--- config.mk ---
export PLATFORM = sky130hd
export DESIGN_NAME = pmr_sequencer
export DESIGN_NICKNAME = d
export VERILOG_FILES = /design/src/design/pmr_pkg.sv /design/src/design/pmr_sequencer.sv
export SDC_FILE = /design/constraint.sdc
export NUM_CORES = 1
export LEC_CHECK = 0
export BUFFER_PORTS_ARGS = -buffer_cell sky130_fd_sc_hd__buf_2
export CAP_MARGIN = 30
export CELL_PAD_IN_SITES_DETAIL_PLACEMENT = 1
export CELL_PAD_IN_SITES_GLOBAL_PLACEMENT = 1
export CORE_ASPECT_RATIO = 0.5
export CORE_MARGIN = 2
export CORE_UTILIZATION = 41
export DETAILED_ROUTE_END_ITERATION = 10
export PLACE_DENSITY_LB_ADDON = 0.15
export SLEW_MARGIN = 20
export SYNTH_ARGS = -nofsm -noshare
export SYNTH_HDL_FRONTEND = slang
export SYNTH_SLANG_ARGS = --single-unit
--- constraint.sdc ---
create_clock -name mclk -period 3 [get_ports mclk]
set_input_delay 0.3 -clock mclk [delete_from_list [all_inputs] [get_ports mclk]]
set_output_delay 0.3 -clock mclk [all_outputs]
set_load 0.02 [all_outputs]
--- src/design/pmr_pkg.sv ---
// package for the power mode and reset sequencer
package pmr_pkg;
    localparam int unsigned CLK_HZ         = 40000000;
    localparam int unsigned POR_HOLD_MS    = 128;
    localparam int unsigned PLL_LOCK_US    = 1000;
    localparam int unsigned OSC_START_MS   = 150;
    localparam int unsigned POR_CYCLES     = POR_HOLD_MS * (CLK_HZ / 1000);
    localparam int unsigned PLL_CYCLES     = PLL_LOCK_US * (CLK_HZ / 1000000);
    localparam int unsigned OSC_CYCLES     = OSC_START_MS * (CLK_HZ / 1000);
    localparam int unsigned CNT_W          = 32;
    localparam logic [1:0]  IDLE_BIT_POS   = 2'h0;
    localparam logic [1:0]  PD_BIT_POS     = 2'h1;
    localparam logic [7:0]  PLL_LOCK_POS   = 8'h06;
    localparam logic [CNT_W-1:0] CNT_ZERO  = 32'h00000000;

    typedef enum logic [1:0] {
        PMR_NORMAL = 2'b00,
        PMR_IDLE   = 2'b01,
        PMR_PDOWN  = 2'b10,
        PMR_RESET  = 2'b11
    } pmr_mode_t;

    typedef struct packed {
        logic core_clk_en;
        logic periph_clk_en;
        logic pll_en;
        logic osc_en;
        logic interval_counter_en;
    } pmr_clk_t;

    typedef struct packed {
        logic ale;
        logic program_store_strobe;
        logic hold_ports;
        logic dac_oe;
    } pmr_pin_t;

    typedef struct packed {
        pmr_mode_t       mode;
        logic [CNT_W-1:0] por_cnt;
        logic [CNT_W-1:0] lock_cnt;
        logic            core_reset;
        logic            pll_locked;
        logic            wake_pulse;
        pmr_clk_t        clk;
        pmr_pin_t        pin;
        logic [1:0]      sync_rst;
        logic [1:0]      sync_por;
    } pmr_state_t;
endpackage

--- src/design/pmr_sequencer.sv ---
// power mode and reset sequencer: mode machine, clock gates, strobes and reset timers
module pmr_sequencer #(
    parameter logic [31:0] POR_CYCLES_P  = pmr_pkg::POR_CYCLES,
    parameter logic [31:0] PLL_CYCLES_P  = pmr_pkg::PLL_CYCLES,
    parameter logic [31:0] OSC_CYCLES_P  = pmr_pkg::OSC_CYCLES
) (
    input  wire logic              mclk,
    input  wire logic              reset,
    input  wire logic              supply_ok,
    input  wire logic              reset_pin,
    input  wire logic              idle_req,
    input  wire logic              powerdown_req,
    input  wire logic              oscillator_powerdown_bit,
    input  wire logic              serial_wake_enable,
    input  wire logic              ext_int_zero_wake_enable,
    input  wire logic              any_enabled_irq,
    input  wire logic              interval_counter_irq,
    input  wire logic              interval_counter_enable,
    input  wire logic              spi_irq_enabled,
    input  wire logic              external_interrupt_zero_enabled,
    output logic [1:0]             mode,
    output pmr_pkg::pmr_clk_t      clk_ctl,
    output pmr_pkg::pmr_pin_t      pin_ctl,
    output logic                   core_reset,
    output logic [7:0]             pll_control_reg,
    output logic                   wake_pulse
);
    pmr_pkg::pmr_state_t st_ff;
    pmr_pkg::pmr_state_t nxt_st;
    logic                rst_s;
    logic                sup_s;
    logic                wake;

    assign rst_s = st_ff.sync_rst[1];
    assign sup_s = st_ff.sync_por[1];

    always_comb begin
        nxt_st            = st_ff;
        wake              = 1'b0;
        nxt_st.wake_pulse = 1'b0;
        nxt_st.sync_rst   = {st_ff.sync_rst[0], reset_pin};
        nxt_st.sync_por   = {st_ff.sync_por[0], supply_ok};
        if (!sup_s) begin
            // supply detector asserts below threshold, stays low until below 1 V on fall
            nxt_st.mode       = pmr_pkg::PMR_RESET;
            nxt_st.por_cnt    = POR_CYCLES_P;
            nxt_st.core_reset = 1'b1;
        end else if (rst_s) begin
            nxt_st.mode       = pmr_pkg::PMR_RESET;
            nxt_st.por_cnt    = pmr_pkg::CNT_ZERO;
            nxt_st.core_reset = 1'b1;
        end else begin
            case (st_ff.mode)
                pmr_pkg::PMR_RESET: begin
                    if (st_ff.por_cnt != pmr_pkg::CNT_ZERO) begin
                        nxt_st.por_cnt = st_ff.por_cnt - 32'h00000001;
                    end else begin
                        nxt_st.mode       = pmr_pkg::PMR_NORMAL;
                        nxt_st.core_reset = 1'b0;
                        nxt_st.lock_cnt   = PLL_CYCLES_P;
                        nxt_st.pll_locked = 1'b0;
                    end
                end
                pmr_pkg::PMR_NORMAL: begin
                    if (powerdown_req) begin
                        nxt_st.mode = pmr_pkg::PMR_PDOWN;
                    end else if (idle_req) begin
                        nxt_st.mode = pmr_pkg::PMR_IDLE;
                    end
                end
                pmr_pkg::PMR_IDLE: begin
                    if (any_enabled_irq) begin
                        nxt_st.mode = pmr_pkg::PMR_NORMAL;
                        wake        = 1'b1;
                    end
                end
                pmr_pkg::PMR_PDOWN: begin
                    if ((interval_counter_irq && interval_counter_enable && !oscillator_powerdown_bit)
                        || (serial_wake_enable && spi_irq_enabled)
                        || (ext_int_zero_wake_enable && external_interrupt_zero_enabled)) begin
                        nxt_st.mode       = pmr_pkg::PMR_NORMAL;
                        wake              = 1'b1;
                        nxt_st.pll_locked = 1'b0;
                        nxt_st.lock_cnt   = oscillator_powerdown_bit ?
                                            OSC_CYCLES_P + PLL_CYCLES_P : PLL_CYCLES_P;
                    end
                end
                default: nxt_st.mode = pmr_pkg::PMR_RESET;
            endcase
            nxt_st.wake_pulse = wake;
            if (st_ff.mode == pmr_pkg::PMR_NORMAL && !st_ff.pll_locked) begin
                if (st_ff.lock_cnt != pmr_pkg::CNT_ZERO) begin
                    nxt_st.lock_cnt = st_ff.lock_cnt - 32'h00000001;
                end else begin
                    nxt_st.pll_locked = 1'b1;
                end
            end
        end
        // clock and pin controls follow the next mode
        nxt_st.clk.core_clk_en   = (nxt_st.mode == pmr_pkg::PMR_NORMAL);
        nxt_st.clk.periph_clk_en = (nxt_st.mode != pmr_pkg::PMR_PDOWN);
        nxt_st.clk.pll_en        = (nxt_st.mode != pmr_pkg::PMR_PDOWN);
        nxt_st.clk.osc_en        = (nxt_st.mode != pmr_pkg::PMR_PDOWN) || !oscillator_powerdown_bit;
        nxt_st.clk.interval_counter_en = interval_counter_enable && nxt_st.clk.osc_en;
        nxt_st.pin.hold_ports    = (nxt_st.mode == pmr_pkg::PMR_IDLE) ||
                                   (nxt_st.mode == pmr_pkg::PMR_PDOWN);
        nxt_st.pin.dac_oe        = (nxt_st.mode != pmr_pkg::PMR_PDOWN);
        nxt_st.pin.ale           = (nxt_st.mode != pmr_pkg::PMR_PDOWN);
        nxt_st.pin.program_store_strobe = (nxt_st.mode != pmr_pkg::PMR_PDOWN);
    end

    always_ff @(posedge mclk) begin
        if (reset) begin
            st_ff          <= '0;
            st_ff.mode     <= pmr_pkg::PMR_RESET;
            st_ff.por_cnt  <= POR_CYCLES_P;
            st_ff.core_reset <= 1'b1;
            st_ff.clk      <= 5'h1F;
            st_ff.clk.core_clk_en <= 1'b0;
            st_ff.pin      <= 4'hF;
        end else begin
            st_ff <= nxt_st;
        end
    end

    assign mode            = st_ff.mode;
    assign clk_ctl         = st_ff.clk;
    assign pin_ctl         = st_ff.pin;
    assign core_reset      = st_ff.core_reset;
    assign pll_control_reg = {1'b0, st_ff.pll_locked, 6'h00};
    assign wake_pulse      = st_ff.wake_pulse;
endmodule // pmr_sequencer

==> results_dict.tcl, run 1 <==
set metrics [dict create \
    outcome "finished, final reports clean" \
    final_area_mm2 0.00493 \
    first_global_vias 4066 \
    dieArea_mm2 0.0113 \
    postLayoutCoreUtil 0.485 \
    fin_worst_skew_ns 0.00829 \
    min_to "nxt_st[3]$_SDFF_PP0_" \
    root_buffer "clkbuf_16" \
    r2r_cells 6 \
    p_per_area_mw_per_mm2 494 \
    gp_congestion 0.793 \
    h-tree-depth 3 \
    dp_cells 689 \
    yosys_warnings 0 \
    muxShareOfSynthArea 0.0150 \
    cpPeakStageDelay_ns 0.58 \
    cts_buffer_depth 2 \
    min_from "reset_pin" \
    drt-initial-drc-count 216 \
    drc 0 \
    io_buffers 27 \
    rr_endpoint "st_ff[75]$_SDFFE_PP0P_" \
    rsz0062_at_grt "false" \
    ios 35 \
    maxCapViolCount 0 \
    met3_length_um 476 \
    cp.required_ns 3.27 \
    die_w_um 148 \
    irDropWorstVdd_v 0.000289 \
    largest-register "st_ff" \
    ys.flop_type "dfxtp_1" \
    fin_nets 584 \
    period_share 0.954 \
    row_count 26 \
    syn_avg_cell_area_um2 8.13 \
    fin_crit_ns 2.86 \
    vias 3994 \
    largest_reg_flops 65 \
    synth-compound-area-share 0.181 \
    totalWireLength_um 12100 \
    syn_area_mm2 0.00426 \
    ys_seq_area_frac 0.367 \
    antenna_found_initial 0 \
    arrival_ns 3.13 \
    reg2reg_from "st_ff[54]$_SDFFE_PP0P_" \
    drv_slew 0 \
    core-area_mm2 0.0101 \
    layout-area-overhead-vs-synth_pct 15.6 \
    fp.dieH_um 76.1 \
    num_antenna_cells 0 \
    hold_viol 0 \
    clock_latency_ns 0.34 \
    path_cells "or4_4, or3_4, or3b_4, or3_1, or4_1, a21oi_1" \
    dpl.hpwl_um 8740 \
    fin_cells 705 \
    clk_pin_slew_worst_paths_ns 0.06 \
    top_layer "met4" \
    max-slew-margin-rel 0.625 \
    drtAntennaViolNets 0 \
    hold_depth 2 \
    synth_top_family_by_area "simple AND/OR/NAND/NOR gates" \
    finalSetupViolCount 0 \
    grt_max_degree 31 \
    fmax_ghz 0.349 \
    start_kind "flip-flop" \
    cts_setup_buffers 0 \
    min_path_type "in2reg" \
    tns_ns 0 \
    synthCells 524 \
    cts.sinks 78 \
    synthSimpleGateAreaFrac 0.291 \
    cts-buffers-inserted 9 \
    layout-drive-gt1-share 0.170 \
    overflow 0 \
    yosys.area_share.xor_xnor 0.0473 \
    crit_type "reg2reg" \
    ys_ff_latch 78 \
    synth_fa_ha_area_frac 0.0294 \
    tritoncts "built" \
    drtPass1Iterations 4 \
    placed_area_mm2 0.00461 \
    worst_pin_slew_ns 0.557 \
    vias_per_cell 5.67 \
    synth_edf_count 0 \
    crit_path_end_kind "flip-flop" \
    async_flop_share 0 \
    p_leak_nw 1.95 \
    crit_slowest_cell "or4_4" \
    wl_met1_um 5780 \
    worstPathMaxFanout 10 \
    wl_met2_um 5670 \
    grt_use_total 0.224 \
    wl_per_cell_um 17.2 \
    grt_pass1_wl_um 20400 \
    r2r_slack_ns 0.14 \
    initial_core_util 0.420 \
    yosysUniqueCellTypes 65 \
]
-- metrics by stage --
stage	power, mW	hold WS (ns)	setup slack (ns)
6_report	2.44	0.170	0.139
3_5_place_dp	1.27	0.440	0.0444
5_1_grt	2.53	0.173	0.0268
4_1_cts	2.46	0.164	0.0312
2_1_floorplan	1.22	0.393	0.230
3_3_place_gp	1.27	0.421	0.123
-- cells in the mapped netlist (all sizes together) (9+ instances only) --
| master | instances | area share |
|---|---|---|
| nor2 | 50 | 0.044 |
| nor2b | 11 | 0.016 |
| buf | 23 | 0.039 |
| inv | 15 | 0.013 |
| or3 | 17 | 0.027 |
| a21oi | 19 | 0.022 |
| nand3 | 15 | 0.018 |
| clkbuf | 18 | 0.016 |
| nand2 | 48 | 0.043 |
| dfxtp | 78 | 0.37 |
| nor3 | 35 | 0.041 |
| xnor2 | 22 | 0.045 |
| ha | 10 | 0.029 |
| o21ai | 26 | 0.031 |
| o31ai | 9 | 0.016 |
| nor4 | 27 | 0.041 |
-- power breakdown --
| group | switching (mW) | internal [mW] | total (mW) |
|---|---|---|---|
| clock | 0.449 | 0.733 | 1.18 |
| sequential | 0.00882 | 1.05 | 1.06 |
| combinational | 0.122 | 0.0760 | 0.198 |
-- logic make-up (layout without fill, tap and decap cells) --
kind of cell,after synthesis,in the layout
compound gates,109,109
xor+xnor,23,23
fa+ha+maj,10,10
buf+inv,57,92
flops,78,78
mux,6,6
other cells,1,7
simple gates,240,240
-- placed cells by master (no fill, tap or decap), drive strengths merged, types with 5 or more instances in the layout --
master	n
nand3	15
xnor2	22
or2	5
nand4	5
nor2	50
or4	8
conb	7
nand2	48
clkbuf	11
a21oi	19
nor3	35
a211oi	6
o21ai	26
dfxtp	78
inv	16
nor2b	11
o31ai	9
ha	10
and3	5
nand2b	8
nor4	27
a22oi	5
or3	17
buf	60
-- what timing repair did --
item                                    4_1_cts  5_1_grt
gates resized for setup                       0        1
endpoints found under the setup margin        0        9
hold buffers                                  0        0
hold endpoints to repair                      0        0
-- area by class of cell --
| class | count | area (µm²) |
|---|---|---|
| Clock inverter | 5 | 82.6 |
| Timing Repair Buffer | 60 | 383 |
| Tap cell | 140 | 175 |
| Multi-Input combinational cell | 395 | 2430 |
| Sequential cell | 78 | 1560 |
| Inverter | 16 | 60.1 |
| Fill cell | 1239 | 5220 |
| Clock buffer | 11 | 233 |
-- metal layers --
metal  track usage  vias to the layer above
li1              -                     1973
met1         0.297                     1935
met2         0.377                       69
met3        0.0413                       17
met4        0.0581                        0
met5             0                        -
-- worst max path at each step --
| stage | to | slack [ns] | startpoint | depth (start not counted) |
|---|---|---|---|---|
| 2_1_floorplan | st_ff[43]$_SDFFE_PP0P_ | 0.23 | st_ff[54]$_SDFFE_PP0P_ | 8 |
| 5_1_grt | st_ff[75]$_SDFFE_PP0P_ | 0.03 | st_ff[54]$_SDFFE_PP0P_ | 6 |
| 6_report | st_ff[75]$_SDFFE_PP0P_ | 0.14 | st_ff[54]$_SDFFE_PP0P_ | 6 |
| 4_1_cts | st_ff[75]$_SDFFE_PP0P_ | 0.03 | st_ff[54]$_SDFFE_PP0P_ | 6 |
| 3_3_place_gp | st_ff[79]$_SDFFE_PP0P_ | 0.12 | st_ff[54]$_SDFFE_PP0P_ | 6 |
| 3_5_place_dp | st_ff[75]$_SDFFE_PP0P_ | 0.04 | st_ff[54]$_SDFFE_PP0P_ | 6 |
-- worst max-delay path: cells and delay by family, from the launching register on --
family             cells  cell delay [ns]
DFF                    1             0.35
and+or+nand+nor        5             2.30
AOI/OAI and AO/OA      1             0.15
(Power assumes the default switching activity.)
==> run 2, diff against run 1 <==
==> constraint.sdc (replaced) <==
create_clock -name mclk -period 2.5 [get_ports mclk]
set_input_delay 0.25 -clock mclk [delete_from_list [all_inputs] [get_ports mclk]]
set_output_delay 0.25 -clock mclk [all_outputs]
set_load 0.02 [all_outputs]
==> run 2 against run 1 <==
  * The run now ends with negative setup slack left
  * Largest power group is now sequential cells
  * Flip-flop and latch count is the same
  * Worst hold slack got worse by 0.054 ns
  * Register-to-register slack lost 0.23 ns
  * Global-route usage increased by 2.4 points
  * Critical path depth unchanged
  * First-iteration DRC count shrank 17%
  * Fmax grew 10%
  * Die area is the same
  * Clock skew fell by 0.0010 ns
  * Final cell count up 7.4%
  * Sequential share of layout area is 3.5 points lower
==> results_dict.tcl, run 2 (synthesized netlist as in run 1, its figures left out) <==
set metrics [dict create \
    fin_crit_ns 2.59 \
    finalSetupViolCount 8 \
    clk_pin_slew_worst_paths_ns 0.07 \
    postLayoutSetupSlackWorst_ns -0.0912 \
    place_ws_ns -0.216 \
    antenna_found_initial 0 \
    crit_path_end_kind "flip-flop" \
    gp_congestion 0.852 \
    dieArea_mm2 0.0113 \
    drt-initial-drc-count 179 \
    dpl.hpwl_um 9550 \
    cts.sinks 78 \
    io_buffers 27 \
    worst_pin_slew_ns 0.675 \
    largest-register "st_ff" \
    initial_core_util 0.420 \
    rsz0062_at_grt "true" \
    crit_type "reg2reg" \
    overflow 0 \
    grt_pass1_wl_um 22500 \
    totalWireLength_um 13600 \
    fillCellCount 1263 \
    cpPeakStageDelay_ns 0.52 \
    h-tree-depth 3 \
    drv_slew 0 \
    maxCapViolCount 0 \
    min_path_type "in2reg" \
    row_count 26 \
    hold_viol 0 \
    grt_use_total 0.248 \
    worstPathMaxFanout 6 \
    clock_latency_ns 0.35 \
    r2r_slack_ns -0.09 \
    ios 35 \
    outcome "finished with violations" \
    layout-drive-gt1-share 0.301 \
    dp_cells 736 \
    vias_per_cell 5.59 \
    path_cells "or4_4, or3_4, or3b_4, or3_4, or4_1, a21oi_1" \
    root_buffer "clkbuf_16" \
    vias 4235 \
    min_from "supply_ok" \
    max-slew-margin-rel 0.548 \
    num_antenna_cells 0 \
    reg2reg_from "st_ff[60]$_SDFFE_PP0P_" \
    grt_max_degree 31 \
    arrival_ns 2.87 \
    drc 0 \
    path_common_cell "or3_4" \
    cp.required_ns 2.78 \
    first_global_vias 4383 \
    wl_per_cell_um 17.9 \
    p_per_area_mw_per_mm2 508 \
    violations "negative setup slack" \
    fin_nets 636 \
    whs_ns 0.116 \
    cts-buffers-inserted 9 \
    drtAntennaViolNets 0 \
    core-area_mm2 0.0101 \
    tritoncts "built" \
    drtPass1Iterations 4 \
    crit_slowest_cell "or4_4" \
    cts_buffer_depth 2 \
    fin_cells 757 \
    largest_reg_flops 65 \
    postLayoutCoreUtil 0.546 \
    irDropWorstVdd_v 0.000319 \
    layout-area-overhead-vs-synth_pct 30.1 \
    fin_worst_skew_ns 0.00724 \
    startpoint "st_ff[60]$_SDFFE_PP0P_" \
    fp.dieH_um 76.1 \
    final_cell_mix "78 x buf_4, 77 x dfxtp_1, 47 x nor2_1" \
    p_leak_nw 2.24 \
    final_common_cell "buf_4" \
    period_share 1.04 \
    start_kind "flip-flop" \
    fmax_ghz 0.386 \
    die_w_um 148 \
]
## run 2: final timing paths
kind | end | depth (start not counted)
worst max register to register | st_ff[79]$_SDFFE_PP0P_ | 6
worst min-delay path | nxt_st[1]$_SDFF_PP0_ | 2
worst max-delay path | st_ff[79]$_SDFFE_PP0P_ | 6
worst min register to register | rst_s$_SDFF_PP0_ | 1
## run 2: final cells by class
cell class                 instances  area, µm²  area share
inverter                          16       60.1      0.0108
clock buffer                       9        225      0.0406
timing repair buffer             112        811       0.146
sequential                        78       1560       0.282
clock inverter                     7       56.3      0.0102
tap                              140        175      0.0316
multi-input combinational        395       2650       0.478
## run 2: power by group
part / total (mW) / switching [mW] / internal, mW
logic: 0.286 / 0.168 / 0.118
registers: 1.26 / 0.00837 / 1.26
clock network: 1.26 / 0.581 / 0.683
## run 2: timing repair
action	4_1_cts	5_1_grt
hold buffers	0	0
resized for setup	19	29
endpoints found under the setup margin	35	53
pin swaps	7	14
endpoints found under the hold margin	0	0
setup buffers	2	2
## run 2: through the flow
stage                     setup TNS, ns  power, mW  area (µm²)
after global routing              -2.13       2.93        5540
after CTS                        -0.327       2.83        5390
final                            -0.359       2.82        5540
after detailed placement          -2.06       1.56        5020
after floorplan                  -0.602       1.47        4320
after global placement           -0.830       1.56        5020
## run 2: critical path: cells and delay by family, from the launching register on
kind	cells	cell delay, ns
AO/OA/AOI/OAI	1	0.13
flip-flops	1	0.31
AND/OR/NAND/NOR	5	2.07
## run 2: layer usage
metal  share of wire  wire length (µm)  vias to the layer above  GRT usage
li1                -                 -                     2076          -
met1            0.47              6340                     2071      0.321
met2            0.49              6620                       72      0.430
met3           0.034               468                       16     0.0509
met4           0.011               154                        0     0.0543
met5               0                 0                        -          0
==> run 3, diff against run 2 <==
--- a/config.mk
+++ b/config.mk
@@ -10,10 +10,11 @@
 export CELL_PAD_IN_SITES_DETAIL_PLACEMENT = 1
 export CELL_PAD_IN_SITES_GLOBAL_PLACEMENT = 1
 export CORE_ASPECT_RATIO = 0.5
-export CORE_MARGIN = 2
+export CORE_MARGIN = 5
 export CORE_UTILIZATION = 41
 export DETAILED_ROUTE_END_ITERATION = 10
 export PLACE_DENSITY_LB_ADDON = 0.15
+export RECOVER_POWER = 50
 export SLEW_MARGIN = 20
 export SYNTH_ARGS = -nofsm -noshare
 export SYNTH_HDL_FRONTEND = slang
==> run 3 against run 2 <==
  * The run still ends with negative setup slack left
  * Worst hold slack about the same
  * Clock-buffer cell count increased by 1
  * Clock skew is 0.00076 ns lower
  * Sequential share of layout area fell by 0.16 points
  * Clock power is 14% higher
  * Combinational power hardly changed
  * Power is 6.4% higher
  * First-iteration DRC count grew 31%
  * Final cell count fell by 0.26%
  * Final area grew 0.65%
  * Via count up 2.6%
==> results_dict.tcl, run 3 (synthesized netlist as in run 1, its figures left out) <==
set metrics [dict create \
    drtAntennaViolNets 0 \
    grt_max_degree 31 \
    p_leak_nw 2.24 \
    met1_usage 0.275 \
    cpPeakStageDelay_ns 0.53 \
    cts_buffer_depth 2 \
    largest_reg_flops 65 \
    final_common_cell "dfxtp_1" \
    path_cells "or4_4, or3_4, or3b_4, or3_4, or4_4, a21oi_2" \
    crit_family "simple AND/OR/NAND/NOR gates" \
    postLayoutSetupSlackWorst_ns -0.129 \
    finalSetupViolCount 24 \
    root_buffer "clkbuf_16" \
    place_ws_ns -0.328 \
    fillCellCount 1211 \
    dieArea_mm2 0.0127 \
    dpl.hpwl_um 9860 \
    violations "negative setup slack" \
    initial_core_util 0.418 \
    worst_pin_slew_ns 1.23 \
    drc 0 \
    final_area_mm2 0.00558 \
    top_usage_layer "met2" \
    gp_congestion 0.853 \
    postLayoutCoreUtil 0.548 \
    final_cell_mix "76 x dfxtp_1, 75 x buf_4, 45 x nor2_1, 45 x nand2_1, 31 x nor3_1" \
    worstPathMaxFanout 7 \
    grt_use_total 0.227 \
    totalWireLength_um 14300 \
    drtPass1Iterations 4 \
    cp.buffers_inverters 0 \
    use_met2 0.417 \
    core-area_mm2 0.0102 \
    vias_per_cell 5.76 \
    drv_slew 0 \
    layout-drive-gt1-share 0.281 \
    p_per_area_mw_per_mm2 537 \
    cts.sinks 78 \
    crit_type "reg2reg" \
    period_share 1.05 \
    crit_path_end_kind "flip-flop" \
    fin_worst_skew_ns 0.00649 \
    layout-area-overhead-vs-synth_pct 30.9 \
    clk_pin_slew_worst_paths_ns 0.06 \
    row_count 26 \
    placed_area_mm2 0.00497 \
    cp.required_ns 2.78 \
    clock_latency_ns 0.34 \
    wl_per_cell_um 18.9 \
    largest-register "st_ff" \
    hold_viol 0 \
    first_global_vias 4546 \
    arrival_ns 2.91 \
    start_kind "flip-flop" \
    tritoncts "built" \
    crit_slowest_cell "or4_4" \
    antenna_found_initial 0 \
    irDropWorstVdd_v 0.000310 \
    ios 35 \
    fin_nets 635 \
    rsz0062_at_grt "true" \
    cts-buffers-inserted 9 \
    vias 4346 \
    fmax_ghz 0.380 \
    met3_usage 0.0468 \
    grt_pass1_wl_um 22900 \
    outcome "finished with violations" \
    maxCapViolCount 0 \
    drt-initial-drc-count 235 \
    fin_crit_ns 2.63 \
    max-slew-margin-rel 0.178 \
    min_path_type "in2reg" \
    num_antenna_cells 0 \
    fp.dieH_um 82.1 \
    die_w_um 154 \
    h-tree-depth 3 \
    io_buffers 27 \
    overflow 0 \
]
run 3: cell count changes in the layout (fill, tap and decap cells not counted), sizes merged:
cell      change
inv           -2
clkinv        -3
clkbuf       +18
clkinvlp      +1
buf          -18
bufinv        +2
run 3: final cells by class:
class                      count  area, µm²  share of cell area
sequential                    78       1560               0.280
inverter                      16       60.1              0.0108
timing repair buffer         111        778               0.140
clock buffer                  10        239              0.0428
tap                          140        175              0.0314
multi-input combinational    395       2680               0.480
clock inverter                 5       83.8              0.0150
run 3: layer usage:
metal  wire length (µm)  vias up
met4                165        0
li1                   -     2068
met1               6540     2192
met2               7140       63
met5                  0        -
met3                432       23
run 3: what timing repair did:
item | CTS | global route
buffers inserted | 1 | 3
cloned | 0 | 2
pin swaps | 9 | 9
hold buffers | 0 | 0
gates resized for setup | 30 | 32
setup endpoints to repair | 48 | 56
run 3: stage by stage:
stage | total power [mW] | setup TNS, ns | hold WS (ns) | cells
6_report | 2.99 | -0.878 | 0.116 | 755
5_1_grt | 3.09 | -3.95 | 0.115 | 755
4_1_cts | 3.00 | -0.639 | 0.113 | 750
3_5_place_dp | 1.56 | -3.51 | 0.424 | 734
3_3_place_gp | 1.55 | -1.21 | 0.423 | 733
2_1_floorplan | 1.47 | -0.602 | 0.343 | 530
run 3: worst paths after layout:
check	cells after the start	startpoint	to	slack (ns)
max reg2reg	6	st_ff[61]$_SDFFE_PP1P_	st_ff[77]$_SDFFE_PP0P_	-0.13
max	6	st_ff[61]$_SDFFE_PP1P_	st_ff[77]$_SDFFE_PP0P_	-0.13
min	2	supply_ok	nxt_st[1]$_SDFF_PP0_	0.12
min reg2reg	1	nxt_st[3]$_SDFF_PP0_	rst_s$_SDFF_PP0_	0.44
run 3: power by group:
part	switching, mW	total [mW]	leakage, nW	internal, mW
Clock	0.541	1.44	0.151	0.898
Sequential	0.00959	1.27	0.631	1.26
Combinational	0.175	0.289	1.46	0.115
run 3: worst reg2reg max path: cells and delay by family, from the launching register on:
kind | cells | cell delay, ns
flops | 1 | 0.32
simple gates | 5 | 2.13
compound gates | 1 | 0.12
